`config.mk`:
```
export PLATFORM = sky130hd
export DESIGN_NAME = priority_interrupt_controller
export DESIGN_NICKNAME = d
export VERILOG_FILES = /design/src/rtl/irq_ctrl_pkg.sv /design/src/rtl/priority_interrupt_controller.sv
export SDC_FILE = /design/constraint.sdc
export NUM_CORES = 1
export LEC_CHECK = 0
export BUFFER_PORTS_ARGS = -buffer_cell sky130_fd_sc_hd__buf_2
export CORE_ASPECT_RATIO = 1.75
export CORE_MARGIN = 1.5
export CORE_UTILIZATION = 40
export DETAILED_ROUTE_END_ITERATION = 6
export PLACE_DENSITY = 0.76
export SLEW_MARGIN = 25
export SYNTH_ARGS = -nofsm -noshare
export SYNTH_HDL_FRONTEND = slang
export SYNTH_SLANG_ARGS = --single-unit
```
`constraint.sdc`:
```
create_clock -name aclk -period 3.6 [get_ports aclk]
set_clock_uncertainty 0.15 [all_clocks]
set_input_delay 0.72 -clock aclk [delete_from_list [all_inputs] [get_ports aclk]]
set_output_delay 0.72 -clock aclk [all_outputs]
set_load 0.005 [all_outputs]
```
`src/rtl/irq_ctrl_pkg.sv`:
```
// Package for the priority interrupt controller: register map, fields, vectors, modes
package irq_ctrl_pkg;
    // AXI4-Lite byte addresses
    localparam logic [11:0] IRQ_OPTION_ADDR = 12'h0_0c8;
    localparam logic [11:0] STATUS_ADDR = 12'h0_0cc;
    localparam logic [7:0] IRQ_OPTION_RESET = 8'h00;
    // Option register field positions
    localparam int SRC1_LEVEL_BIT = 6;
    localparam int SRC2_POL_BIT = 5;
    localparam int GLOBAL_EN_BIT = 4;
    localparam logic [7:0] IRQ_OPTION_USED = 8'h70;
    // Vector addresses, low byte of each pair
    localparam logic [11:0] VEC_SRC0 = 12'hffc;
    localparam logic [11:0] VEC_SRC1 = 12'hff6;
    localparam logic [11:0] VEC_SRC2 = 12'hff4;
    localparam logic [11:0] VEC_SRC3 = 12'hff2;
    localparam logic [11:0] VEC_SRC4 = 12'hff0;
    localparam logic [1:0] RESP_OKAY = 2'b00;
    localparam logic [1:0] RESP_SLVERR = 2'b10;
    // Cycles of the option-clearing write exposed to the mode-flag defect
    localparam int DEFECT_CYCLES = 3;

    typedef enum logic [1:0] {
        MODE_NORMAL = 2'b00,
        MODE_IRQ = 2'b01,
        MODE_NMI = 2'b10
    } cpu_mode_e;

    typedef struct packed {
        logic c;
        logic z;
    } flag_pair_s;

    // Core handshake at instruction boundaries
    typedef struct packed {
        logic instr_end;
        logic return_from_irq_instr;
        logic [11:0] pc;
        flag_pair_s flags;
        logic [3:0] ldi_cycle;
        logic ldi_clear_opt;
    } core_req_s;
endpackage

```
`src/rtl/priority_interrupt_controller.sv`:
```
// Priority interrupt controller with flag-set switching and AXI4-Lite option register
//
// Contract
// Five sources: non-maskable source 0 on top, maskable sources 1 to 4.
// Vectors FFCh, FF6h, FF4h, FF2h, FF0h for sources 0 through 4.
// Accepted request loads program counter with that source's vector address.
// Non-maskable pre-empts any routine; maskable routines never pre-empt each other.
// Pending maskable requests served in fixed order, source 1 highest.
// Global enable also gates wake-up for all sources, non-maskable included.
// Non-maskable request held in a flip-flop, cleared when its routine begins.
// Source 1 level-sensitive when bit 6 set, falling edge when clear.
// Source 2 edge only; bit 5 set rising, clear falling.
// Sources 3 and 4 level-sensitive low, no storage; requester holds level.
// Edge latch sets on edge, clears on entry; extra edges collapse into one.
// Requests sampled at instruction end; next instruction replaced by service entry.
// Entry swaps flags, pushes PC, inhibits maskables, clears latch, loads vector.
// Three independent carry/zero sets for normal, interrupt, non-maskable modes.
// Return restores previous flag set and pops saved program counter.
// Option register at 0C8h is write-only, whole-word, resets to 00h; code writes it on any write with the low byte strobe set.
// Bit 4 global enable; clear disables all but the non-maskable source.
// Option bits 7 and 3 to 0 have no function.
// Maskable entry during early cycles of option-clearing write keeps normal flags.
// Peripheral events ORed onto their sources.
// Option writes take effect by the sampling at the writing instruction's end; code does so for bit 4 only, bits 6 and 5 a cycle later.
//
// Local design decision: the AXI4-Lite interface to the registers.
`timescale 1ns/1ps
module priority_interrupt_controller (
    input wire logic aclk,
    input wire logic aresetn,
    input wire logic [11:0] s_axi_awaddr,
    input wire logic s_axi_awvalid,
    output logic s_axi_awready,
    input wire logic [31:0] s_axi_wdata,
    input wire logic [3:0] s_axi_wstrb,
    input wire logic s_axi_wvalid,
    output logic s_axi_wready,
    output logic [1:0] s_axi_bresp,
    output logic s_axi_bvalid,
    input wire logic s_axi_bready,
    input wire logic [11:0] s_axi_araddr,
    input wire logic s_axi_arvalid,
    output logic s_axi_arready,
    output logic [31:0] s_axi_rdata,
    output logic [1:0] s_axi_rresp,
    output logic s_axi_rvalid,
    input wire logic s_axi_rready,
    input wire logic nmi_n,
    input wire logic supply_supervisor,
    input wire logic src1_n,
    input wire logic spi_done,
    input wire logic src2_n,
    input wire logic port_event,
    input wire logic src3_n,
    input wire logic timer_ovf,
    input wire logic osc32k_event,
    input wire logic src4_n,
    input wire logic adc_done,
    input wire irq_ctrl_pkg::core_req_s core_req,
    output logic take_irq,
    output logic [11:0] pc_load,
    output logic [11:0] stack_push,
    output logic [11:0] pc_pop,
    output logic pop_valid,
    output irq_ctrl_pkg::flag_pair_s flags_out,
    output irq_ctrl_pkg::cpu_mode_e mode_out,
    output logic wake
);
    import irq_ctrl_pkg::*;

    // Bus slave state
    logic aw_hold_reg, aw_hold_next;
    logic w_hold_reg, w_hold_next;
    logic [11:0] awaddr_reg, awaddr_next;
    logic [31:0] wdata_reg, wdata_next;
    logic [3:0] wstrb_reg, wstrb_next;
    logic bvalid_reg, bvalid_next;
    logic [1:0] bresp_reg, bresp_next;
    logic rvalid_reg, rvalid_next;
    logic [31:0] rdata_reg, rdata_next;
    logic [1:0] rresp_reg, rresp_next;
    logic [7:0] opt_reg, opt_next;
    logic awready_reg, awready_next, wready_reg, wready_next, arready_reg, arready_next;

    // Interrupt state
    logic nmi_prev_reg, nmi_prev_next;
    logic src1_prev_reg, src1_prev_next;
    logic src2_prev_reg, src2_prev_next;
    logic nmi_latch_reg, nmi_latch_next;
    logic src1_latch_reg, src1_latch_next;
    logic src2_latch_reg, src2_latch_next;
    cpu_mode_e mode_reg, mode_next;
    cpu_mode_e prev_mode_reg, prev_mode_next;
    flag_pair_s flag_n_reg, flag_n_next;
    flag_pair_s flag_i_reg, flag_i_next;
    flag_pair_s flag_m_reg, flag_m_next;
    logic take_reg, take_next;
    logic [11:0] pc_load_reg, pc_load_next;
    logic [11:0] push_reg, push_next;
    logic [11:0] pop_reg, pop_next;
    logic pop_valid_reg, pop_valid_next;
    logic wake_reg, wake_next;
    logic [11:0] saved_pc_n_reg, saved_pc_n_next;
    logic [11:0] saved_pc_i_reg, saved_pc_i_next;
    logic flag_stuck_reg, flag_stuck_next;

    logic global_irq_enable, wr_fire, wr_ok, nmi_line, s1_line, s2_line, s3_line, s4_line;
    logic s1_edge, s2_edge, nmi_edge, s1_req, s2_req, mask_req, defect_hit;
    logic [7:0] opt_word;

    always_comb begin
        // Enable bit of the opt word is effective the same cycle it is written
        wr_fire = (aw_hold_reg || s_axi_awvalid) && (w_hold_reg || s_axi_wvalid) && !bvalid_reg;
        wr_ok = wr_fire && (aw_hold_reg ? awaddr_reg : s_axi_awaddr) == IRQ_OPTION_ADDR;
        opt_word = w_hold_reg ? wdata_reg[7:0] : s_axi_wdata[7:0];
    end

    always_comb begin
        aw_hold_next = aw_hold_reg;
        w_hold_next = w_hold_reg;
        awaddr_next = awaddr_reg;
        wdata_next = wdata_reg;
        wstrb_next = wstrb_reg;
        bvalid_next = bvalid_reg;
        bresp_next = bresp_reg;
        rvalid_next = rvalid_reg;
        rdata_next = rdata_reg;
        rresp_next = rresp_reg;
        opt_next = opt_reg;
        if (s_axi_awvalid && !aw_hold_reg && !bvalid_reg) begin
            awaddr_next = s_axi_awaddr;
            aw_hold_next = 1'b1;
        end
        if (s_axi_wvalid && !w_hold_reg && !bvalid_reg) begin
            wdata_next = s_axi_wdata;
            wstrb_next = s_axi_wstrb;
            w_hold_next = 1'b1;
        end
        if (wr_fire) begin
            aw_hold_next = 1'b0;
            w_hold_next = 1'b0;
            bvalid_next = 1'b1;
            bresp_next = wr_ok ? RESP_OKAY : RESP_SLVERR;
            // Whole-byte writes only, unused bits dropped
            if (wr_ok && (w_hold_reg ? wstrb_reg[0] : s_axi_wstrb[0])) begin
                opt_next = opt_word[7:0] & IRQ_OPTION_USED;
            end
        end
        if (bvalid_reg && s_axi_bready) begin
            bvalid_next = 1'b0;
        end
        if (s_axi_arvalid && !rvalid_reg) begin
            rvalid_next = 1'b1;
            rdata_next = 32'h0000_0000;
            rresp_next = RESP_SLVERR;
            if (s_axi_araddr == STATUS_ADDR) begin
                rresp_next = RESP_OKAY;
                rdata_next = {24'h00_0000, 1'b0, src2_latch_reg, src1_latch_reg,
                    nmi_latch_reg, flag_stuck_reg, 1'b0, mode_reg};
            end
            // Option register is write-only: read answers error
        end else if (rvalid_reg && s_axi_rready) begin
            rvalid_next = 1'b0;
        end
        // Ready flops follow next state, so they match a decode of the state flops
        awready_next = !aw_hold_next && !bvalid_next;
        wready_next = !w_hold_next && !bvalid_next;
        arready_next = !rvalid_next;
    end

    always_ff @(posedge aclk) begin
        if (!aresetn) begin
            aw_hold_reg <= 1'b0;
            w_hold_reg <= 1'b0;
            awaddr_reg <= 12'h000;
            wdata_reg <= 32'h0000_0000;
            wstrb_reg <= 4'h0;
            bvalid_reg <= 1'b0;
            bresp_reg <= RESP_OKAY;
            rvalid_reg <= 1'b0;
            rdata_reg <= 32'h0000_0000;
            rresp_reg <= RESP_OKAY;
            opt_reg <= IRQ_OPTION_RESET;
            awready_reg <= 1'b1;
            wready_reg <= 1'b1;
            arready_reg <= 1'b1;
        end else begin
            aw_hold_reg <= aw_hold_next;
            w_hold_reg <= w_hold_next;
            awaddr_reg <= awaddr_next;
            wdata_reg <= wdata_next;
            wstrb_reg <= wstrb_next;
            bvalid_reg <= bvalid_next;
            bresp_reg <= bresp_next;
            rvalid_reg <= rvalid_next;
            rdata_reg <= rdata_next;
            rresp_reg <= rresp_next;
            opt_reg <= opt_next;
            awready_reg <= awready_next;
            wready_reg <= wready_next;
            arready_reg <= arready_next;
        end
    end

    always_comb begin
        // Active-low lines; peripheral events pull them active
        nmi_line = !nmi_n || supply_supervisor;
        s1_line = !src1_n || spi_done;
        s2_line = !src2_n || port_event;
        s3_line = !src3_n || timer_ovf || osc32k_event;
        s4_line = !src4_n || adc_done;
        // a write in flight this cycle already steers sampling
        global_irq_enable = wr_ok ? opt_word[GLOBAL_EN_BIT] : opt_reg[GLOBAL_EN_BIT];
        nmi_edge = nmi_line && !nmi_prev_reg;
        s1_edge = s1_line && !src1_prev_reg;
        // set polarity bit means rising pin, i.e. falling active level
        s2_edge = opt_reg[SRC2_POL_BIT] ? (!s2_line && src2_prev_reg)
                                        : (s2_line && !src2_prev_reg);
        s1_req = opt_reg[SRC1_LEVEL_BIT] ? s1_line : src1_latch_reg;
        s2_req = src2_latch_reg;
        mask_req = global_irq_enable && (mode_reg == MODE_NORMAL)
            && (s1_req || s2_req || s3_line || s4_line);
        // the clearing write's early cycles expose the defect
        defect_hit = core_req.ldi_clear_opt && core_req.ldi_cycle < 4'(DEFECT_CYCLES);
    end

    always_comb begin
        nmi_prev_next = nmi_line;
        src1_prev_next = s1_line;
        src2_prev_next = s2_line;
        nmi_latch_next = nmi_latch_reg || nmi_edge;
        src1_latch_next = src1_latch_reg || (s1_edge && !opt_reg[SRC1_LEVEL_BIT]);
        src2_latch_next = src2_latch_reg || s2_edge;
        mode_next = mode_reg;
        prev_mode_next = prev_mode_reg;
        flag_n_next = flag_n_reg;
        flag_i_next = flag_i_reg;
        flag_m_next = flag_m_reg;
        saved_pc_n_next = saved_pc_n_reg;
        saved_pc_i_next = saved_pc_i_reg;
        flag_stuck_next = flag_stuck_reg;
        take_next = 1'b0;
        pop_valid_next = 1'b0;
        pc_load_next = pc_load_reg;
        push_next = push_reg;
        pop_next = pop_reg;
        wake_next = global_irq_enable
            && (nmi_latch_reg || s1_req || s2_req || s3_line || s4_line);
        // core writes flags of the active set
        if (core_req.instr_end) begin
            case (mode_reg)
                MODE_NORMAL: flag_n_next = core_req.flags;
                MODE_IRQ: begin
                    // Defect leaves the core working on the normal pair
                    if (flag_stuck_reg) begin
                        flag_n_next = core_req.flags;
                    end else begin
                        flag_i_next = core_req.flags;
                    end
                end
                MODE_NMI: flag_m_next = core_req.flags;
                default: flag_n_next = core_req.flags;
            endcase
        end
        if (core_req.instr_end && core_req.return_from_irq_instr && mode_reg != MODE_NORMAL) begin
            mode_next = (mode_reg == MODE_NMI) ? prev_mode_reg : MODE_NORMAL;
            pop_next = (mode_reg == MODE_NMI) ? saved_pc_i_reg : saved_pc_n_reg;
            pop_valid_next = 1'b1;
            flag_stuck_next = 1'b0;
        end else if (core_req.instr_end && nmi_latch_reg && mode_reg != MODE_NMI) begin
            prev_mode_next = mode_reg;
            mode_next = MODE_NMI;
            saved_pc_i_next = core_req.pc;
            push_next = core_req.pc;
            // A new edge this cycle is not lost to the clear
            nmi_latch_next = nmi_edge;
            pc_load_next = VEC_SRC0;
            take_next = 1'b1;
        end else if (core_req.instr_end && mask_req) begin
            mode_next = MODE_IRQ;
            flag_stuck_next = defect_hit;
            saved_pc_n_next = core_req.pc;
            push_next = core_req.pc;
            take_next = 1'b1;
            if (s1_req) begin
                pc_load_next = VEC_SRC1;
                src1_latch_next = s1_edge && !opt_reg[SRC1_LEVEL_BIT];
            end else if (s2_req) begin
                pc_load_next = VEC_SRC2;
                src2_latch_next = s2_edge;
            end else if (s3_line) begin
                pc_load_next = VEC_SRC3;
            end else begin
                pc_load_next = VEC_SRC4;
            end
        end
    end

    always_ff @(posedge aclk) begin
        if (!aresetn) begin
            nmi_prev_reg <= 1'b0;
            src1_prev_reg <= 1'b0;
            src2_prev_reg <= 1'b0;
            nmi_latch_reg <= 1'b0;
            src1_latch_reg <= 1'b0;
            src2_latch_reg <= 1'b0;
            mode_reg <= MODE_NORMAL;
            prev_mode_reg <= MODE_NORMAL;
            flag_n_reg <= '0;
            flag_i_reg <= '0;
            flag_m_reg <= '0;
            take_reg <= 1'b0;
            pc_load_reg <= 12'h000;
            push_reg <= 12'h000;
            pop_reg <= 12'h000;
            pop_valid_reg <= 1'b0;
            wake_reg <= 1'b0;
            saved_pc_n_reg <= 12'h000;
            saved_pc_i_reg <= 12'h000;
            flag_stuck_reg <= 1'b0;
        end else begin
            nmi_prev_reg <= nmi_prev_next;
            src1_prev_reg <= src1_prev_next;
            src2_prev_reg <= src2_prev_next;
            nmi_latch_reg <= nmi_latch_next;
            src1_latch_reg <= src1_latch_next;
            src2_latch_reg <= src2_latch_next;
            mode_reg <= mode_next;
            prev_mode_reg <= prev_mode_next;
            flag_n_reg <= flag_n_next;
            flag_i_reg <= flag_i_next;
            flag_m_reg <= flag_m_next;
            take_reg <= take_next;
            pc_load_reg <= pc_load_next;
            push_reg <= push_next;
            pop_reg <= pop_next;
            pop_valid_reg <= pop_valid_next;
            wake_reg <= wake_next;
            saved_pc_n_reg <= saved_pc_n_next;
            saved_pc_i_reg <= saved_pc_i_next;
            flag_stuck_reg <= flag_stuck_next;
        end
    end

    // Flag set shown follows mode; the defect keeps the normal pair
    always_ff @(posedge aclk) begin
        if (!aresetn) begin
            flags_out <= '0;
        end else begin
            case (mode_next)
                MODE_IRQ: flags_out <= flag_stuck_next ? flag_n_next : flag_i_next;
                MODE_NMI: flags_out <= flag_m_next;
                default: flags_out <= flag_n_next;
            endcase
        end
    end

    assign s_axi_awready = awready_reg;
    assign s_axi_wready = wready_reg;
    assign s_axi_bvalid = bvalid_reg;
    assign s_axi_bresp = bresp_reg;
    assign s_axi_arready = arready_reg;
    assign s_axi_rvalid = rvalid_reg;
    assign s_axi_rdata = rdata_reg;
    assign s_axi_rresp = rresp_reg;
    assign take_irq = take_reg;
    assign pc_load = pc_load_reg;
    assign stack_push = push_reg;
    assign pc_pop = pop_reg;
    assign pop_valid = pop_valid_reg;
    assign mode_out = mode_reg;
    assign wake = wake_reg;

    nmi_vector_a: assert property (@(posedge aclk) disable iff (!aresetn)
        take_irq && mode_out == MODE_NMI |-> pc_load == VEC_SRC0)
        else $error("nmi entry without nmi vector");
    no_nest_a: assert property (@(posedge aclk) disable iff (!aresetn)
        mode_reg == MODE_IRQ && !core_req.return_from_irq_instr |=> mode_reg != MODE_NORMAL)
        else $error("maskable routine left without return");
    prio_a: assert property (@(posedge aclk) disable iff (!aresetn)
        core_req.instr_end && mask_req && s1_req && !(nmi_latch_reg)
        && !core_req.return_from_irq_instr
        |=> pc_load == VEC_SRC1)
        else $error("source 1 not served first");
    enable_mask_a: assert property (@(posedge aclk) disable iff (!aresetn)
        !global_irq_enable |=> !(take_irq && mode_out == MODE_IRQ))
        else $error("maskable taken with enable clear");
    nmi_hold_a: assert property (@(posedge aclk) disable iff (!aresetn)
        nmi_latch_reg && !take_next |=> nmi_latch_reg)
        else $error("nmi latch lost");
    wake_gate_a: assert property (@(posedge aclk) disable iff (!aresetn)
        !global_irq_enable |=> !wake)
        else $error("wake with enable clear");
    src2_latch_a: assert property (@(posedge aclk) disable iff (!aresetn)
        s2_edge |=> src2_latch_reg)
        else $error("source 2 edge not latched");
    unused_bits_a: assert property (@(posedge aclk) disable iff (!aresetn)
        (opt_reg & ~IRQ_OPTION_USED) == 8'h00)
        else $error("unused option bits set");
    return_from_irq_instr_pop_a: assert property (@(posedge aclk) disable iff (!aresetn)
        core_req.instr_end && core_req.return_from_irq_instr && mode_reg == MODE_IRQ
        |=> pop_valid && mode_reg == MODE_NORMAL)
        else $error("return did not pop");
endmodule
```
==> flow_summary.yaml <==
outcome:
  status: "finished, final reports clean"
final_layout:
  antenna_cells: 0
  final_nets: 739
  final_cell_area_mm2: 0.00558
  fillCellCount: 1102
  final_cell_mix: "buf_2, dfxtp_1, nand2_1"
  drive_gt1_share_pct: 25.5
  regArea_mm2: 0.00216
  layout_commonest_cell: "buf_2"
  multiInputGateArea_mm2: 0.00218
  syn_to_final_growth_pct: 19.5
floorplan:
  dieArea_mm2: 0.0124
  start_util_pct: 40.8
  ios: 183
  fp.coreArea_mm2: 0.0115
  die_w_um: 84.7
  dieHeight_um: 146
  fp-row-count: 52
placed_design:
  dp_hpwl_um: 8550
  gp_congestion: 0.799
  pre_cts_ws_ns: 0.124
  io_buffers: 121
  dpl_cell_area_mm2: 0.00526
timing:
  worst_pin_slew_ns: 0.598
  hold_viol: 0
  slew_headroom_pct: 59.3
  period_share_pct: 87.1
  finalSetupViolCount: 0
  fin_tns_setup_ns: 0
  setup_ws_ns: 0.465
  drv_slew: 0
  layout_min_cycle_time_ns: 3.13
  fmax_mhz: 319
  grt_setup_unrepaired: "no"
drt:
  num_vias: 3998
  ant_nets: 0
  wl_um: 11300
  routed_via_density: 5.16
  drt_iter0_markers: 111
  route.detailed.drc: 0
  wl_per_cell_um: 14.6
  first_pass_iters: 4
global_route:
  grt_first_pass_wirelength_um: 18500
  grt_max_degree: 66
  antenna_found_initial: 0
  grt_pass1_vias: 3936
  overflow: 0
  grt_usage_pct: 18.4
setup_path:
  arrival_ns: 3.22
  cp_max_fo: 5
  rr_endpoint: "flags_out[0]$_SDFF_PN0_"
  cp-end-kind: "flop"
  critPathLaunch: "s_axi_awaddr[4]"
  rr_worst_depth: 11
  reg2reg_from: "awaddr_reg[0]$_SDFFE_PN0P_"
  path_class: "in2reg"
  cp_data_required_time_ns: 3.68
  ff2ff_setup_slack_ns: 0.63
  start_kind: "primary input"
clock_network:
  cts-root-buf: "clkbuf_16"
  ctsHoldBuffers: 0
  clk_pin_slew_ns: 0.07
  cts_setup_buffers: 0
  clk_latency_ns: 0.34
  htreeDepth: 3
  cts.sinks: 108
  cts_tree: "yes"
  cts_buffers: 9
  cts.path.max_buffers: 2
  post_cts_resized: 0
yosys:
  ys_types: 52
  synth.avg_cell_area_um2: 8.83
  ys_warn_count: 0
  synthFlopType: "dfxtp_1"
  synth_top_cell_by_area: "dfxtp_1"
  ys_ff_latch: 108
  synth.area.top_cells: "dfxtp_1, mux2i_1, buf_4"
  yosys.area.top_type_share_pct: 46.3
  synth_edf_count: 0
  ys_async_sr_fraction_pct: 0
  syn_inst: 529
  syn_area_mm2: 0.00467
  ys_seq_area_share_pct: 46.3
worst_hold_path:
  hp-class: "reg2reg"
  hold-path-endpoint: "saved_pc_n_reg[6]$_SDFFE_PN0P_"
  min_from: "saved_pc_n_reg[6]$_SDFFE_PN0P_"
  hold_depth: 2
power:
  power_density_mw_per_mm2: 478
  p_leak_nw: 2.39
  max-vdd-ir-drop_uv: 376
flow_run:
  drv_cap: 0
-- layer usage --
metal	vias to the layer above	wire [µm]	GRT usage [%]
met5	-	0	0
li1	1973	-	-
met2	130	6270	35.0
met1	1876	4260	19.3
met3	19	550	3.18
met4	0	264	8.23
-- logic make-up after synthesis --
group           Yosys count  synth area share, %
flops                   108                 46.3
buf+inv                  76                 9.22
mux                      41                 9.03
simple gates            186                 18.3
fa+ha+maj                 5                 1.34
other cells               1               0.0803
compound gates          112                 15.8
-- report_power, final --
group	internal, mW	switching (mW)	leakage, nW
Sequential	1.26	0.0398	0.881
Combinational	0.148	0.189	1.36
Clock	0.572	0.461	0.153
-- worst max-delay path by stage --
stage	cells after the start	end
3_5_place_dp	12	flags_out[0]$_SDFF_PN0_
4_1_cts	12	flags_out[0]$_SDFF_PN0_
2_1_floorplan	11	flags_out[0]$_SDFF_PN0_
6_report	12	flags_out[0]$_SDFF_PN0_
5_1_grt	12	flags_out[0]$_SDFF_PN0_
3_3_place_gp	12	flags_out[0]$_SDFF_PN0_
-- metrics by stage --
stage	hold WS (ns)	utilization, %	instances	power (mW)
after CTS	0.307	48.7	775	2.69
final	0.303	48.7	775	2.67
after floorplan	0.281	-	557	1.56
after global routing	0.318	48.7	775	2.79
after detailed placement	0.297	46.0	759	1.66
after global placement	0.288	46.0	759	1.65
-- cell type report --
class | count | area share (%)
clock inverters | 6 | 1.39
well taps | 135 | 3.03
clock buffers | 10 | 4.28
flip-flops and latches | 108 | 38.7
inverters | 9 | 0.605
repair buffers | 134 | 12.8
multi-input cells | 373 | 39.1
-- worst max-delay path: stages --
cell,delay (ns)
buf_2,0.10
nor4bb_1,0.32
mux2i_1,0.23
a211oi_4,0.37
o211a_1,0.22
nor2_1,0.06
a211o_1,0.31
ha_1,0.28
inv_1,0.08
nand2_1,0.10
o221ai_1,0.14
a32o_1,0.28
-- cells in the mapped netlist (4+ instances only) --
cell,number
a21oi_1,45
nor2b_1,8
inv_1,9
buf_2,4
nor3_1,7
buf_1,4
o21ai_0,17
a211oi_1,16
mux2i_1,37
nand2b_1,4
a22oi_1,8
ha_1,5
o221ai_1,5
dfxtp_1,108
buf_4,37
nor2_1,62
clkbuf_1,21
nand3_1,16
nand2_1,68
Power figures use the tool's default switching activity.
